**config.mk**
```make
export PLATFORM = sky130hd
export DESIGN_NAME = fppc_top
export DESIGN_NICKNAME = d
export VERILOG_FILES = /design/src/logic/fppc_pkg.sv /design/src/logic/fppc_top.sv
export SDC_FILE = /design/constraint.sdc
export NUM_CORES = 2
export LEC_CHECK = 0
export BUFFER_PORTS_ARGS = -buffer_cell sky130_fd_sc_hd__buf_2
export CORE_UTILIZATION = 35
export CTS_CLUSTER_SIZE = 10
export DETAILED_ROUTE_END_ITERATION = 8
export PLACE_DENSITY = 0.57
export SETUP_SLACK_MARGIN = 0.2
export SKIP_CTS_REPAIR_TIMING = 1
export SYNTH_ARGS = -nofsm -noshare
export SYNTH_HDL_FRONTEND = slang
export SYNTH_SLANG_ARGS = --single-unit
```
**constraint.sdc**
```tcl
create_clock -name pclk -period 7.8 [get_ports pclk]
set_input_delay 0.78 -clock pclk [delete_from_list [all_inputs] [get_ports pclk]]
set_output_delay 0.78 -clock pclk [all_outputs]
set_load 0.01 [all_outputs]
```
**src/logic/fppc_pkg.sv**
```systemverilog
// fppc_pkg: constants, carriers and state of the page program controller.
// assumes: one pclk domain, APB register access, flash array outside the block.
`default_nettype none
package fppc_pkg;
   // -------------------------------------------------------------------
   // register map and fields
   // -------------------------------------------------------------------
   localparam logic [7:0] OFF_CTRL = 8'h00;
   localparam logic [7:0] OFF_FLO  = 8'h04;
   localparam logic [7:0] OFF_FHI  = 8'h08;
   localparam logic [7:0] OFF_SIG0 = 8'h0C;
   localparam logic [7:0] OFF_SIG1 = 8'h10;
   localparam logic [7:0] OFF_SIG2 = 8'h14;
   localparam logic [7:0] OFF_OSC  = 8'h18;
   localparam logic [7:0] OFF_STAT = 8'h1C;
   localparam int         CB_CLR   = 4;
   localparam logic [7:0] CMD_LOAD  = 8'h01;
   localparam logic [7:0] CMD_ERASE = 8'h03;
   localparam logic [7:0] CMD_WRITE = 8'h05;
   localparam logic [2:0] STORE_WIN = 3'h4;
   localparam logic [15:0] ERASE_CYC = 16'h00C8;
   localparam logic [15:0] WRITE_CYC = 16'h00C8;
   localparam logic [7:0] FUSE_LO_RST = 8'h62;
   localparam logic [7:0] FUSE_HI_RST = 8'hFF;
   localparam int         FB_DIV8   = 7;
   localparam int         FB_CLKOUT = 6;
   localparam int         FB_EEKEEP = 3;
   localparam logic [1:0] ACT_ADDR = 2'h0;
   localparam logic [1:0] ACT_DATA = 2'h1;
   localparam logic [1:0] ACT_CMD  = 2'h2;
   localparam logic [7:0] CMD_NOP  = 8'h00;
   localparam int         WIDX_W = 6;
   localparam int         PAGE_W = 7;
   localparam int         NWORDS = 64;
   localparam logic [WIDX_W-1:0] LAST_W = 6'h3F;
   localparam logic [15:0] ERASED = 16'hFFFF;

   // -------------------------------------------------------------------
   // carriers and state
   // -------------------------------------------------------------------
   typedef enum logic [1:0] {ST_IDLE, ST_ERASE, ST_PROG, ST_WAIT} fppc_state_t;
   typedef struct packed {
      logic [1:0] act;
      logic       bs;
      logic [7:0] data;
      logic       load;
      logic       page_latch;
      logic       wr_n;
   } fppc_ppin_t;
   typedef struct packed {
      logic        we;
      logic        erase;
      logic [PAGE_W+WIDX_W-1:0] addr;
      logic [15:0] data;
   } fppc_flash_t;
   typedef struct packed {
      fppc_state_t st;
      logic [7:0]  cmd;
      logic [2:0]  win;
      logic [15:0] busy;
      logic [WIDX_W-1:0] wcnt;
      logic [PAGE_W-1:0] page;
      logic        src_cpu;
      logic [NWORDS-1:0][15:0] buf_d;
      logic [NWORDS-1:0] vld;
      logic [7:0]  fuse_lo;
      logic [7:0]  fuse_hi;
      logic [7:0]  lat_lo;
      logic        prog_q;
      logic        boot;
      logic [7:0]  osc;
      logic [7:0]  alo;
      logic [7:0]  ahi;
      logic [7:0]  dlo;
      logic [7:0]  dhi;
      logic        armed;
      logic        ld_q;
      logic        pl_q;
      logic        wr_q;
      logic [31:0] prdata;
      logic        slverr;
      fppc_flash_t fl;
   } fppc_state_s_t;
endpackage
`default_nettype wire

```
**src/logic/fppc_top.sv**
```systemverilog
// fppc_top: page buffer, self-program sequencer, parallel programmer port,
// fuse latching, identification bytes and oscillator trim.
// assumes: cpu gives a one-cycle store pulse with pointer and data pair;
// flash array accepts word writes and page erase pulses.
`default_nettype none
module fppc_top #(
   parameter logic [7:0] SIG0 = 8'h5A, // arbitrary value
   parameter logic [7:0] SIG1 = 8'hA5, // arbitrary value
   parameter logic [7:0] SIG2 = 8'h3C, // arbitrary value
   parameter logic [7:0] CAL  = 8'h80  // arbitrary value
) (
   input  wire logic               pclk,
   input  wire logic               presetn,
   input  wire logic               psel,
   input  wire logic               penable,
   input  wire logic               pwrite,
   input  wire logic [7:0]         paddr,
   input  wire logic [31:0]        pwdata,
   output logic                    pready,
   output logic [31:0]             prdata,
   output logic                    pslverr,
   input  wire logic               store_pulse,
   input  wire logic [15:0]        z_ptr,
   input  wire logic [15:0]        data_pair,
   input  wire logic               ee_write,
   output logic                    cpu_stall,
   input  wire logic               prog_mode,
   input  wire fppc_pkg::fppc_ppin_t ppin,
   output logic                    completion_pin,
   output fppc_pkg::fppc_flash_t   flash,
   output logic [7:0]              osc_trim,
   output logic                    clk_div8,
   output logic [1:0]              startup_time,
   output logic [3:0]              clock_source,
   output logic                    eeprom_preserve,
   output logic                    clkout_pin
);
   fppc_pkg::fppc_state_s_t s_r;
   fppc_pkg::fppc_state_s_t s_nxt;

   // -------------------------------------------------------------------
   // decoders
   // -------------------------------------------------------------------
   // byte pointer: bit 0 selects byte, next six bits the word, next seven the page, top two unused
   function automatic logic [fppc_pkg::WIDX_W-1:0] widx_of(input logic [15:0] z);
      widx_of = z[fppc_pkg::WIDX_W:1];
   endfunction
   function automatic logic [fppc_pkg::PAGE_W-1:0] page_of(input logic [15:0] z);
      page_of = z[fppc_pkg::WIDX_W+fppc_pkg::PAGE_W:fppc_pkg::WIDX_W+1];
   endfunction

   logic wr_acc;
   logic rd_setup;
   logic idle;
   assign wr_acc   = psel & penable & pwrite;
   assign rd_setup = psel & ~penable;
   assign idle     = (s_r.st == fppc_pkg::ST_IDLE);

   // -------------------------------------------------------------------
   // next state
   // -------------------------------------------------------------------
   always_comb
   begin
      logic [7:0] pw;
      pw = pwdata[7:0];
      s_nxt = s_r;
      s_nxt.fl.we = 1'b0;
      s_nxt.fl.erase = 1'b0;
      s_nxt.boot = 1'b0;
      s_nxt.prog_q = prog_mode;
      s_nxt.ld_q = ppin.load;
      s_nxt.pl_q = ppin.page_latch;
      s_nxt.wr_q = ppin.wr_n;

      // register reads are captured in the setup cycle so data comes from flops
      if (rd_setup)
      begin
         s_nxt.slverr = 1'b0;
         case (paddr)
            fppc_pkg::OFF_CTRL: s_nxt.prdata = {24'h0, s_r.cmd};
            fppc_pkg::OFF_FLO:  s_nxt.prdata = {24'h0, s_r.fuse_lo};
            fppc_pkg::OFF_FHI:  s_nxt.prdata = {24'h0, s_r.fuse_hi};
            fppc_pkg::OFF_SIG0: s_nxt.prdata = {16'h0, CAL, SIG0};
            fppc_pkg::OFF_SIG1: s_nxt.prdata = {24'h0, SIG1};
            fppc_pkg::OFF_SIG2: s_nxt.prdata = {24'h0, SIG2};
            fppc_pkg::OFF_OSC:  s_nxt.prdata = {24'h0, s_r.osc};
            fppc_pkg::OFF_STAT: s_nxt.prdata = {22'h0, s_r.lat_lo, ~idle, s_r.armed};
            default:
            begin
               s_nxt.prdata = 32'h0;
               s_nxt.slverr = 1'b1;
            end
         endcase
      end

      // register writes; fuses only change in programming mode
      if (wr_acc)
      begin
         case (paddr)
            fppc_pkg::OFF_CTRL:
            begin
               if (idle)
               begin
                  s_nxt.cmd = pw & ~(8'h01 << fppc_pkg::CB_CLR);
                  s_nxt.win = fppc_pkg::STORE_WIN;
                  if (pw[fppc_pkg::CB_CLR])
                     s_nxt.vld = '0;
               end
            end
            fppc_pkg::OFF_FLO: if (prog_mode) s_nxt.fuse_lo = pw;
            fppc_pkg::OFF_FHI: if (prog_mode) s_nxt.fuse_hi = pw;
            fppc_pkg::OFF_OSC: s_nxt.osc = pw;
            default: ;
         endcase
      end

      // window count; a late store pulse finds the command gone
      if (s_r.win != 3'h0 && !(wr_acc && paddr == fppc_pkg::OFF_CTRL))
      begin
         s_nxt.win = s_r.win - 3'h1;
         if (s_r.win == 3'h1)
            s_nxt.cmd = 8'h00;
      end

      // self-programming commands
      if (store_pulse && s_r.win != 3'h0 && idle)
      begin
         s_nxt.win = 3'h0;
         s_nxt.cmd = 8'h00;
         case (s_r.cmd)
            fppc_pkg::CMD_LOAD:
            begin
               s_nxt.buf_d[widx_of(z_ptr)] = data_pair;
               s_nxt.vld[widx_of(z_ptr)] = 1'b1;
            end
            fppc_pkg::CMD_ERASE:
            begin
               s_nxt.page = page_of(z_ptr);
               s_nxt.st = fppc_pkg::ST_ERASE;
               s_nxt.busy = fppc_pkg::ERASE_CYC;
               s_nxt.src_cpu = 1'b1;
               s_nxt.fl.erase = 1'b1;
               s_nxt.fl.addr = {page_of(z_ptr), {fppc_pkg::WIDX_W{1'b0}}};
            end
            fppc_pkg::CMD_WRITE:
            begin
               s_nxt.page = page_of(z_ptr);
               s_nxt.st = fppc_pkg::ST_PROG;
               s_nxt.wcnt = '0;
               s_nxt.src_cpu = 1'b1;
            end
            default: ;
         endcase
      end
      else if (store_pulse && idle)
         s_nxt.cmd = 8'h00;

      // an eeprom write mid-load throws away what was loaded
      if (ee_write && idle)
         s_nxt.vld = '0;

      // parallel programmer strobes, edge detected on synchronous pins
      if (prog_mode && idle)
      begin
         if (ppin.load && !s_r.ld_q)
         begin
            case (ppin.act)
               fppc_pkg::ACT_ADDR:
                  if (ppin.bs) s_nxt.ahi = ppin.data;
                  else s_nxt.alo = ppin.data;
               fppc_pkg::ACT_DATA:
                  if (ppin.bs) s_nxt.dhi = ppin.data;
                  else s_nxt.dlo = ppin.data;
               fppc_pkg::ACT_CMD:
                  s_nxt.armed = (ppin.data != fppc_pkg::CMD_NOP);
               default: ;
            endcase
         end
         if (ppin.page_latch && !s_r.pl_q && ppin.bs)
         begin
            s_nxt.buf_d[s_r.alo[fppc_pkg::WIDX_W-1:0]] = {s_r.dhi, s_r.dlo};
            s_nxt.vld[s_r.alo[fppc_pkg::WIDX_W-1:0]] = 1'b1;
         end
         if (!ppin.wr_n && s_r.wr_q && s_r.armed)
         begin
            // spare low-byte bits join the page number
            s_nxt.page = {s_r.ahi[fppc_pkg::PAGE_W-3:0], s_r.alo[7:6]};
            s_nxt.st = fppc_pkg::ST_PROG;
            s_nxt.wcnt = '0;
            s_nxt.src_cpu = 1'b0;
         end
      end

      // sequencer: stream the page out word by word, then wait for the array
      case (s_r.st)
         fppc_pkg::ST_IDLE: ;
         fppc_pkg::ST_PROG:
         begin
            s_nxt.fl.we = 1'b1;
            s_nxt.fl.addr = {s_r.page, s_r.wcnt};
            s_nxt.fl.data = s_r.vld[s_r.wcnt] ? s_r.buf_d[s_r.wcnt] : fppc_pkg::ERASED;
            s_nxt.wcnt = s_r.wcnt + 1'b1;
            if (s_r.wcnt == fppc_pkg::LAST_W)
            begin
               s_nxt.st = fppc_pkg::ST_WAIT;
               s_nxt.busy = fppc_pkg::WRITE_CYC;
               s_nxt.vld = '0;
            end
         end
         fppc_pkg::ST_ERASE, fppc_pkg::ST_WAIT:
         begin
            s_nxt.busy = s_r.busy - 16'h1;
            if (s_r.busy == 16'h1)
               s_nxt.st = fppc_pkg::ST_IDLE;
         end
         default: s_nxt.st = fppc_pkg::ST_IDLE;
      endcase

      // fuse capture at power-up and on entry; exit applies changes made inside
      if (s_r.boot || (prog_mode != s_r.prog_q))
         s_nxt.lat_lo = s_r.fuse_lo;
   end

   // -------------------------------------------------------------------
   // state register
   // -------------------------------------------------------------------
   always_ff @(posedge pclk or negedge presetn)
   begin
      if (!presetn)
      begin
         s_r <= '0;
         s_r.st <= fppc_pkg::ST_IDLE;
         s_r.fuse_lo <= fppc_pkg::FUSE_LO_RST;
         s_r.fuse_hi <= fppc_pkg::FUSE_HI_RST;
         s_r.lat_lo <= fppc_pkg::FUSE_LO_RST;
         s_r.boot <= 1'b1;
         s_r.osc <= CAL;
         s_r.ld_q <= 1'b0;
         s_r.wr_q <= 1'b1;
      end
      else
         s_r <= s_nxt;
   end

   // -------------------------------------------------------------------
   // outputs
   // -------------------------------------------------------------------
   // zero wait state; data was captured in the setup cycle
   assign pready = 1'b1;
   assign prdata = s_r.prdata;
   assign pslverr = s_r.slverr & psel & penable;
   assign cpu_stall = s_r.src_cpu & ~idle;
   assign completion_pin = idle;
   assign flash = s_r.fl;
   assign osc_trim = s_r.osc;
   // programmed fuse bits read as zero
   assign clk_div8 = ~s_r.lat_lo[fppc_pkg::FB_DIV8];
   assign startup_time = s_r.lat_lo[5:4];
   assign clock_source = s_r.lat_lo[3:0];
   // live store bit, not the latched copy, so it acts at once
   assign eeprom_preserve = ~s_r.fuse_hi[fppc_pkg::FB_EEKEEP];
   // glitch risk only when the fuse latch changes, which is rare
   assign clkout_pin = pclk & ~s_r.lat_lo[fppc_pkg::FB_CLKOUT];

   // -------------------------------------------------------------------
   // checks
   // -------------------------------------------------------------------
   // busy span in cycles, zeroed whenever the sequencer is idle
   logic [15:0] stall_cnt;
   always_ff @(posedge pclk or negedge presetn)
   begin
      if (!presetn)
         stall_cnt <= 16'h0;
      else if (idle)
         stall_cnt <= 16'h0;
      else
         stall_cnt <= stall_cnt + 16'h1;
   end

   // cycles spent streaming one page; a 64-deep repeat would unroll in the tools
   logic [6:0] prog_cnt;
   always_ff @(posedge pclk or negedge presetn)
   begin
      if (!presetn)
         prog_cnt <= 7'h00;
      else if (s_r.st == fppc_pkg::ST_PROG)
         prog_cnt <= prog_cnt + 7'h01;
      else if (idle)
         prog_cnt <= 7'h00;
   end

   // stall and timing of the array operations
   stall_erase_a: assert property (@(posedge pclk) disable iff (!presetn)
      $rose(s_r.st == fppc_pkg::ST_ERASE) && s_r.src_cpu |-> cpu_stall [*8])
      else $error("cpu not stalled during erase");
   stall_write_a: assert property (@(posedge pclk) disable iff (!presetn)
      $rose(s_r.st == fppc_pkg::ST_PROG) && s_r.src_cpu |-> cpu_stall [*8])
      else $error("cpu not stalled during page write");
   erase_len_a: assert property (@(posedge pclk) disable iff (!presetn)
      $rose(s_r.st == fppc_pkg::ST_ERASE) |-> ##200 idle)
      else $error("erase length wrong");
   prog_len_a: assert property (@(posedge pclk) disable iff (!presetn)
      $rose(s_r.st == fppc_pkg::ST_WAIT) |-> prog_cnt == 7'(fppc_pkg::NWORDS))
      else $error("page stream length wrong");
   we_pulse_a: assert property (@(posedge pclk) disable iff (!presetn)
      flash.we == $past(s_r.st == fppc_pkg::ST_PROG))
      else $error("word write strobe out of step");
   stall_pin_a: assert property (@(posedge pclk) disable iff (!presetn)
      !completion_pin |-> stall_cnt < 16'h0108)
      else $error("completion pin low too long");

   // buffer clearing and the store window
   buf_clear_a: assert property (@(posedge pclk) disable iff (!presetn)
      $rose(s_r.st == fppc_pkg::ST_WAIT) |-> s_r.vld == '0)
      else $error("buffer not cleared after write");
   clr_bit_a: assert property (@(posedge pclk) disable iff (!presetn)
      wr_acc && paddr == fppc_pkg::OFF_CTRL && idle && pwdata[fppc_pkg::CB_CLR]
      && !store_pulse && !prog_mode |=> s_r.vld == '0)
      else $error("clear bit kept buffer");
   win_close_a: assert property (@(posedge pclk) disable iff (!presetn)
      wr_acc && paddr == fppc_pkg::OFF_CTRL && idle && !pwdata[fppc_pkg::CB_CLR]
      ##1 (!store_pulse && !wr_acc) [*4] |=> s_r.cmd == 8'h00)
      else $error("command survived window");
   ee_drop_a: assert property (@(posedge pclk) disable iff (!presetn)
      ee_write && idle |=> s_r.vld == '0)
      else $error("eeprom write kept buffer");

   // fuse latch and identification reads
   latch_hold_a: assert property (@(posedge pclk) disable iff (!presetn)
      prog_mode && $past(prog_mode) && s_r.prog_q && !s_r.boot |=> $stable(s_r.lat_lo))
      else $error("fuse latch moved inside programming mode");
   sig_read_a: assert property (@(posedge pclk) disable iff (!presetn)
      rd_setup && paddr == fppc_pkg::OFF_SIG1 |=> prdata == {24'h0, SIG1})
      else $error("id byte read wrong");

   // covers for the main scenarios
   erase_c: cover property (@(posedge pclk) disable iff (!presetn)
      $rose(s_r.st == fppc_pkg::ST_ERASE));
   load_c: cover property (@(posedge pclk) disable iff (!presetn)
      store_pulse && s_r.win != 3'h0 && s_r.cmd == fppc_pkg::CMD_LOAD);
   cpu_wr_c: cover property (@(posedge pclk) disable iff (!presetn)
      $rose(s_r.st == fppc_pkg::ST_PROG) && s_r.src_cpu);
   par_wr_c: cover property (@(posedge pclk) disable iff (!presetn)
      $rose(s_r.st == fppc_pkg::ST_PROG) && !s_r.src_cpu);
   ee_c: cover property (@(posedge pclk) disable iff (!presetn)
      ee_write && idle && s_r.vld != '0);
endmodule
`default_nettype wire

```
==> flow_summary.json <==
{
  "boundaryPins": 178,
  "drt_iter0_drc": 5905,
  "finalHoldWorstSlack_ns": 0.0723,
  "irDropWorstVdd_v": 0.000229,
  "insertion_delay_ns": 0.93,
  "syn_area_per_cell_sq_um": 10.0,
  "via_per_inst": 5.81,
  "drt-pass1-iter-count": 8,
  "initial_core_util_pct": 35.3,
  "worstPathMaxFanout": 3,
  "arrival_ns": 4.41,
  "cts_tree": "done",
  "synth.distinct_cells": 76,
  "yosysTopAreaCell": "dfrtp_1",
  "power_mw": 13.6,
  "grt_start_max_net_pins": 151,
  "crit_type": "clock port to output port",
  "seq_area_frac_synth_pct": 46.7,
  "timing.slew.headroom_pct": 13.7,
  "synthTopCellsByCount": "dfrtp_1 (1224), nand2_1 (1047), mux2i_1 (765), nor2_1 (755), clkbuf_1 (533)",
  "vias": 51700,
  "synth_edf_count": 0,
  "chipWidth_um": 438,
  "startpoint_type": "clock port",
  "async_flop_share_pct": 100,
  "fill_cells": 18400,
  "final.setup.tns_ns": 0,
  "synthTopCellsByArea": "dfrtp_1 (46%), mux2i_1 (12%), mux4_2 (10%)",
  "power.static_leakage_nw": 37.2,
  "place_congestion": 0.957,
  "outcome": "complete, but fails checks",
  "overflow": 0,
  "grt_pass1_wl_um": 344000,
  "worst_pin_slew_ns": 1.29,
  "fin_util_pct": 38.6,
  "drt-total-wl_um": 234000,
  "cts.clk_slew.worst_paths_ns": 0.06,
  "grt_usage_pct": 24.0,
  "die_h_um": 438,
  "r2r_setup_slack_ns": 3.60,
  "yosys_warnings": 0,
  "finalSetupViolCount": 0,
  "path_cells": "clkbuf_16 > clkbuf_16 > nor2b_1 > buf_2",
  "grt_pass1_vias": 50000,
  "antenna_found_initial": 14,
  "portBuffers": 128,
  "synth_top_area_share_pct": 46.1,
  "hpwl_um": 139000,
  "rsz0062_at_grt": "false",
  "die_area_sq_um": 192000,
  "slowest_delay_ns": 0.13,
  "place_area_sq_um": 68400,
  "mappedNetlistArea_sq_um": 66500,
  "violations": "design-rule violations",
  "cp.required_ns": 7.02,
  "synth.most_common_cell": "dfrtp_1",
  "design.core.area_sq_um": 188000,
  "area_growth_pct": 9.27,
  "hold_viol": 0,
  "rows": 159,
  "crit_top_cell": "clkbuf_16",
  "synth_flop_cell": "dfrtp_1",
  "fin_skew_ns": 0.0296,
  "drive_above_1_share_pct": 14.7,
  "finalNetCount": 6426,
  "post-route-drc-count": 3,
  "wl_per_cell_um": 26.3,
  "cp_slowest_cell": "clkbuf_16",
  "power_density_nw_per_um2": 187,
  "synthCells": 6630,
  "antenna_left": 0,
  "drv_cap": 0,
  "min_path_type": "input pin to register",
  "slew_viol_final": 0,
  "finalInstanceArea_sq_um": 72600,
  "end_kind": "output port",
  "synth_seq_cells": 1241
}
## worst max-delay path: cells and delay by family
| family | cells | cell delay (ns) |
|---|---|---|
| buf+inv | 3 | 0.39 |
| simple gates | 1 | 0.12 |
## report_power, final
group | leakage [nW] | switching, mW | internal (mW)
Clock | 2.05 | 2.80 | 3.61
Sequential | 17.0 | 0.0573 | 6.50
Combinational | 18.2 | 0.442 | 0.167
Total | 37.2 | 3.30 | 10.3
## metrics by stage
| step | instances | setup WS [ns] |
|---|---|---|
| after detailed placement | 8666 | 2.89 |
| after global routing | 8891 | 2.61 |
| after global placement | 8666 | 2.89 |
| final | 8891 | 2.61 |
| after CTS | 8876 | 2.61 |
| after floorplan | 6651 | 2.98 |
## metal layers
metal	wire length, um	vias to the layer above	GRT usage (%)
li1	-	22700	-
met1	95800	25900	32.3
met2	106000	2556	36.4
met3	19600	514	4.85
met4	12300	2	12.9
met5	56	-	0.223
## sequential cells by signal, summed over array words and instances, names as in the netlist
| name | cells |
|---|---|
| s_r | 1185 |
| flash | 31 |
| prdata | 11 |
| osc_trim | 8 |
| clock_source | 4 |
| startup_time | 2 |
## cells by family (layout without fill, tap and decap cells)
group / Yosys count / count (layout) / share of synthesized area [%]
muxes: 1133 / 1133 / 22.8
and+or+nand+nor: 2056 / 2056 / 12.8
xor gates and xnor gates: 16 / 16 / 0.211
buffers and inverters: 769 / 503 / 5.24
adders and majority gates: 6 / 6 / 0.113
DFF: 1241 / 1241 / 46.7
AOI/OAI and AO/OA: 1407 / 1407 / 12.1
other: 2 / 34 / 0.0113
## placed cells by master (no fill, tap or decap), drive strengths merged, types with 11 or more instances in the layout
master and n:
and3 27, conb 23, o21ai 436, mux4 296, nand2b 13, a22oi 46, nor3 56, buf 277
diode 11, dfrtp 1224, nand2 1065, a32oi 46, a31oi 257, a21oi 447, clkbuf 198, a221oi 19
dfstp 17, nor2b 16, nand3 45, inv 18, a21boi 46, mux2i 765, o22ai 66, mux2 72
nor2 756
## path summary, 6_finish.rpt
kind	startpoint	endpoint	cells past startpoint
setup / recovery	pclk	clkout_pin	4
hold / removal	prog_mode	s_r[109]$_DFF_PN0_	1
setup reg to reg	s_r[1234]$_DFF_PN0_	flash[6]$_DFFE_PN0P_	6
hold reg to reg	s_r[1228]$_DFF_PN0_	flash[27]$_DFFE_PN0P_	2
max in group asynchronous	presetn	s_r[922]$_DFF_PN0_	4
min in group asynchronous	presetn	s_r[852]$_DFF_PN0_	2
## final cells by class
| class | instances | area [sq um] | share of cell area [%] |
|---|---|---|---|
| timing repair buffer | 280 | 1940 | 2.68 |
| clock buffer | 199 | 4030 | 5.55 |
| clock inverter | 12 | 184 | 0.253 |
| tap | 2495 | 3120 | 4.30 |
| antenna | 11 | 27.5 | 0.0379 |
| sequential | 1241 | 31100 | 42.9 |
| inverter | 12 | 45.0 | 0.0620 |
| multi-input combinational | 4641 | 32200 | 44.3 |
Power figures use the tool's default switching activity.
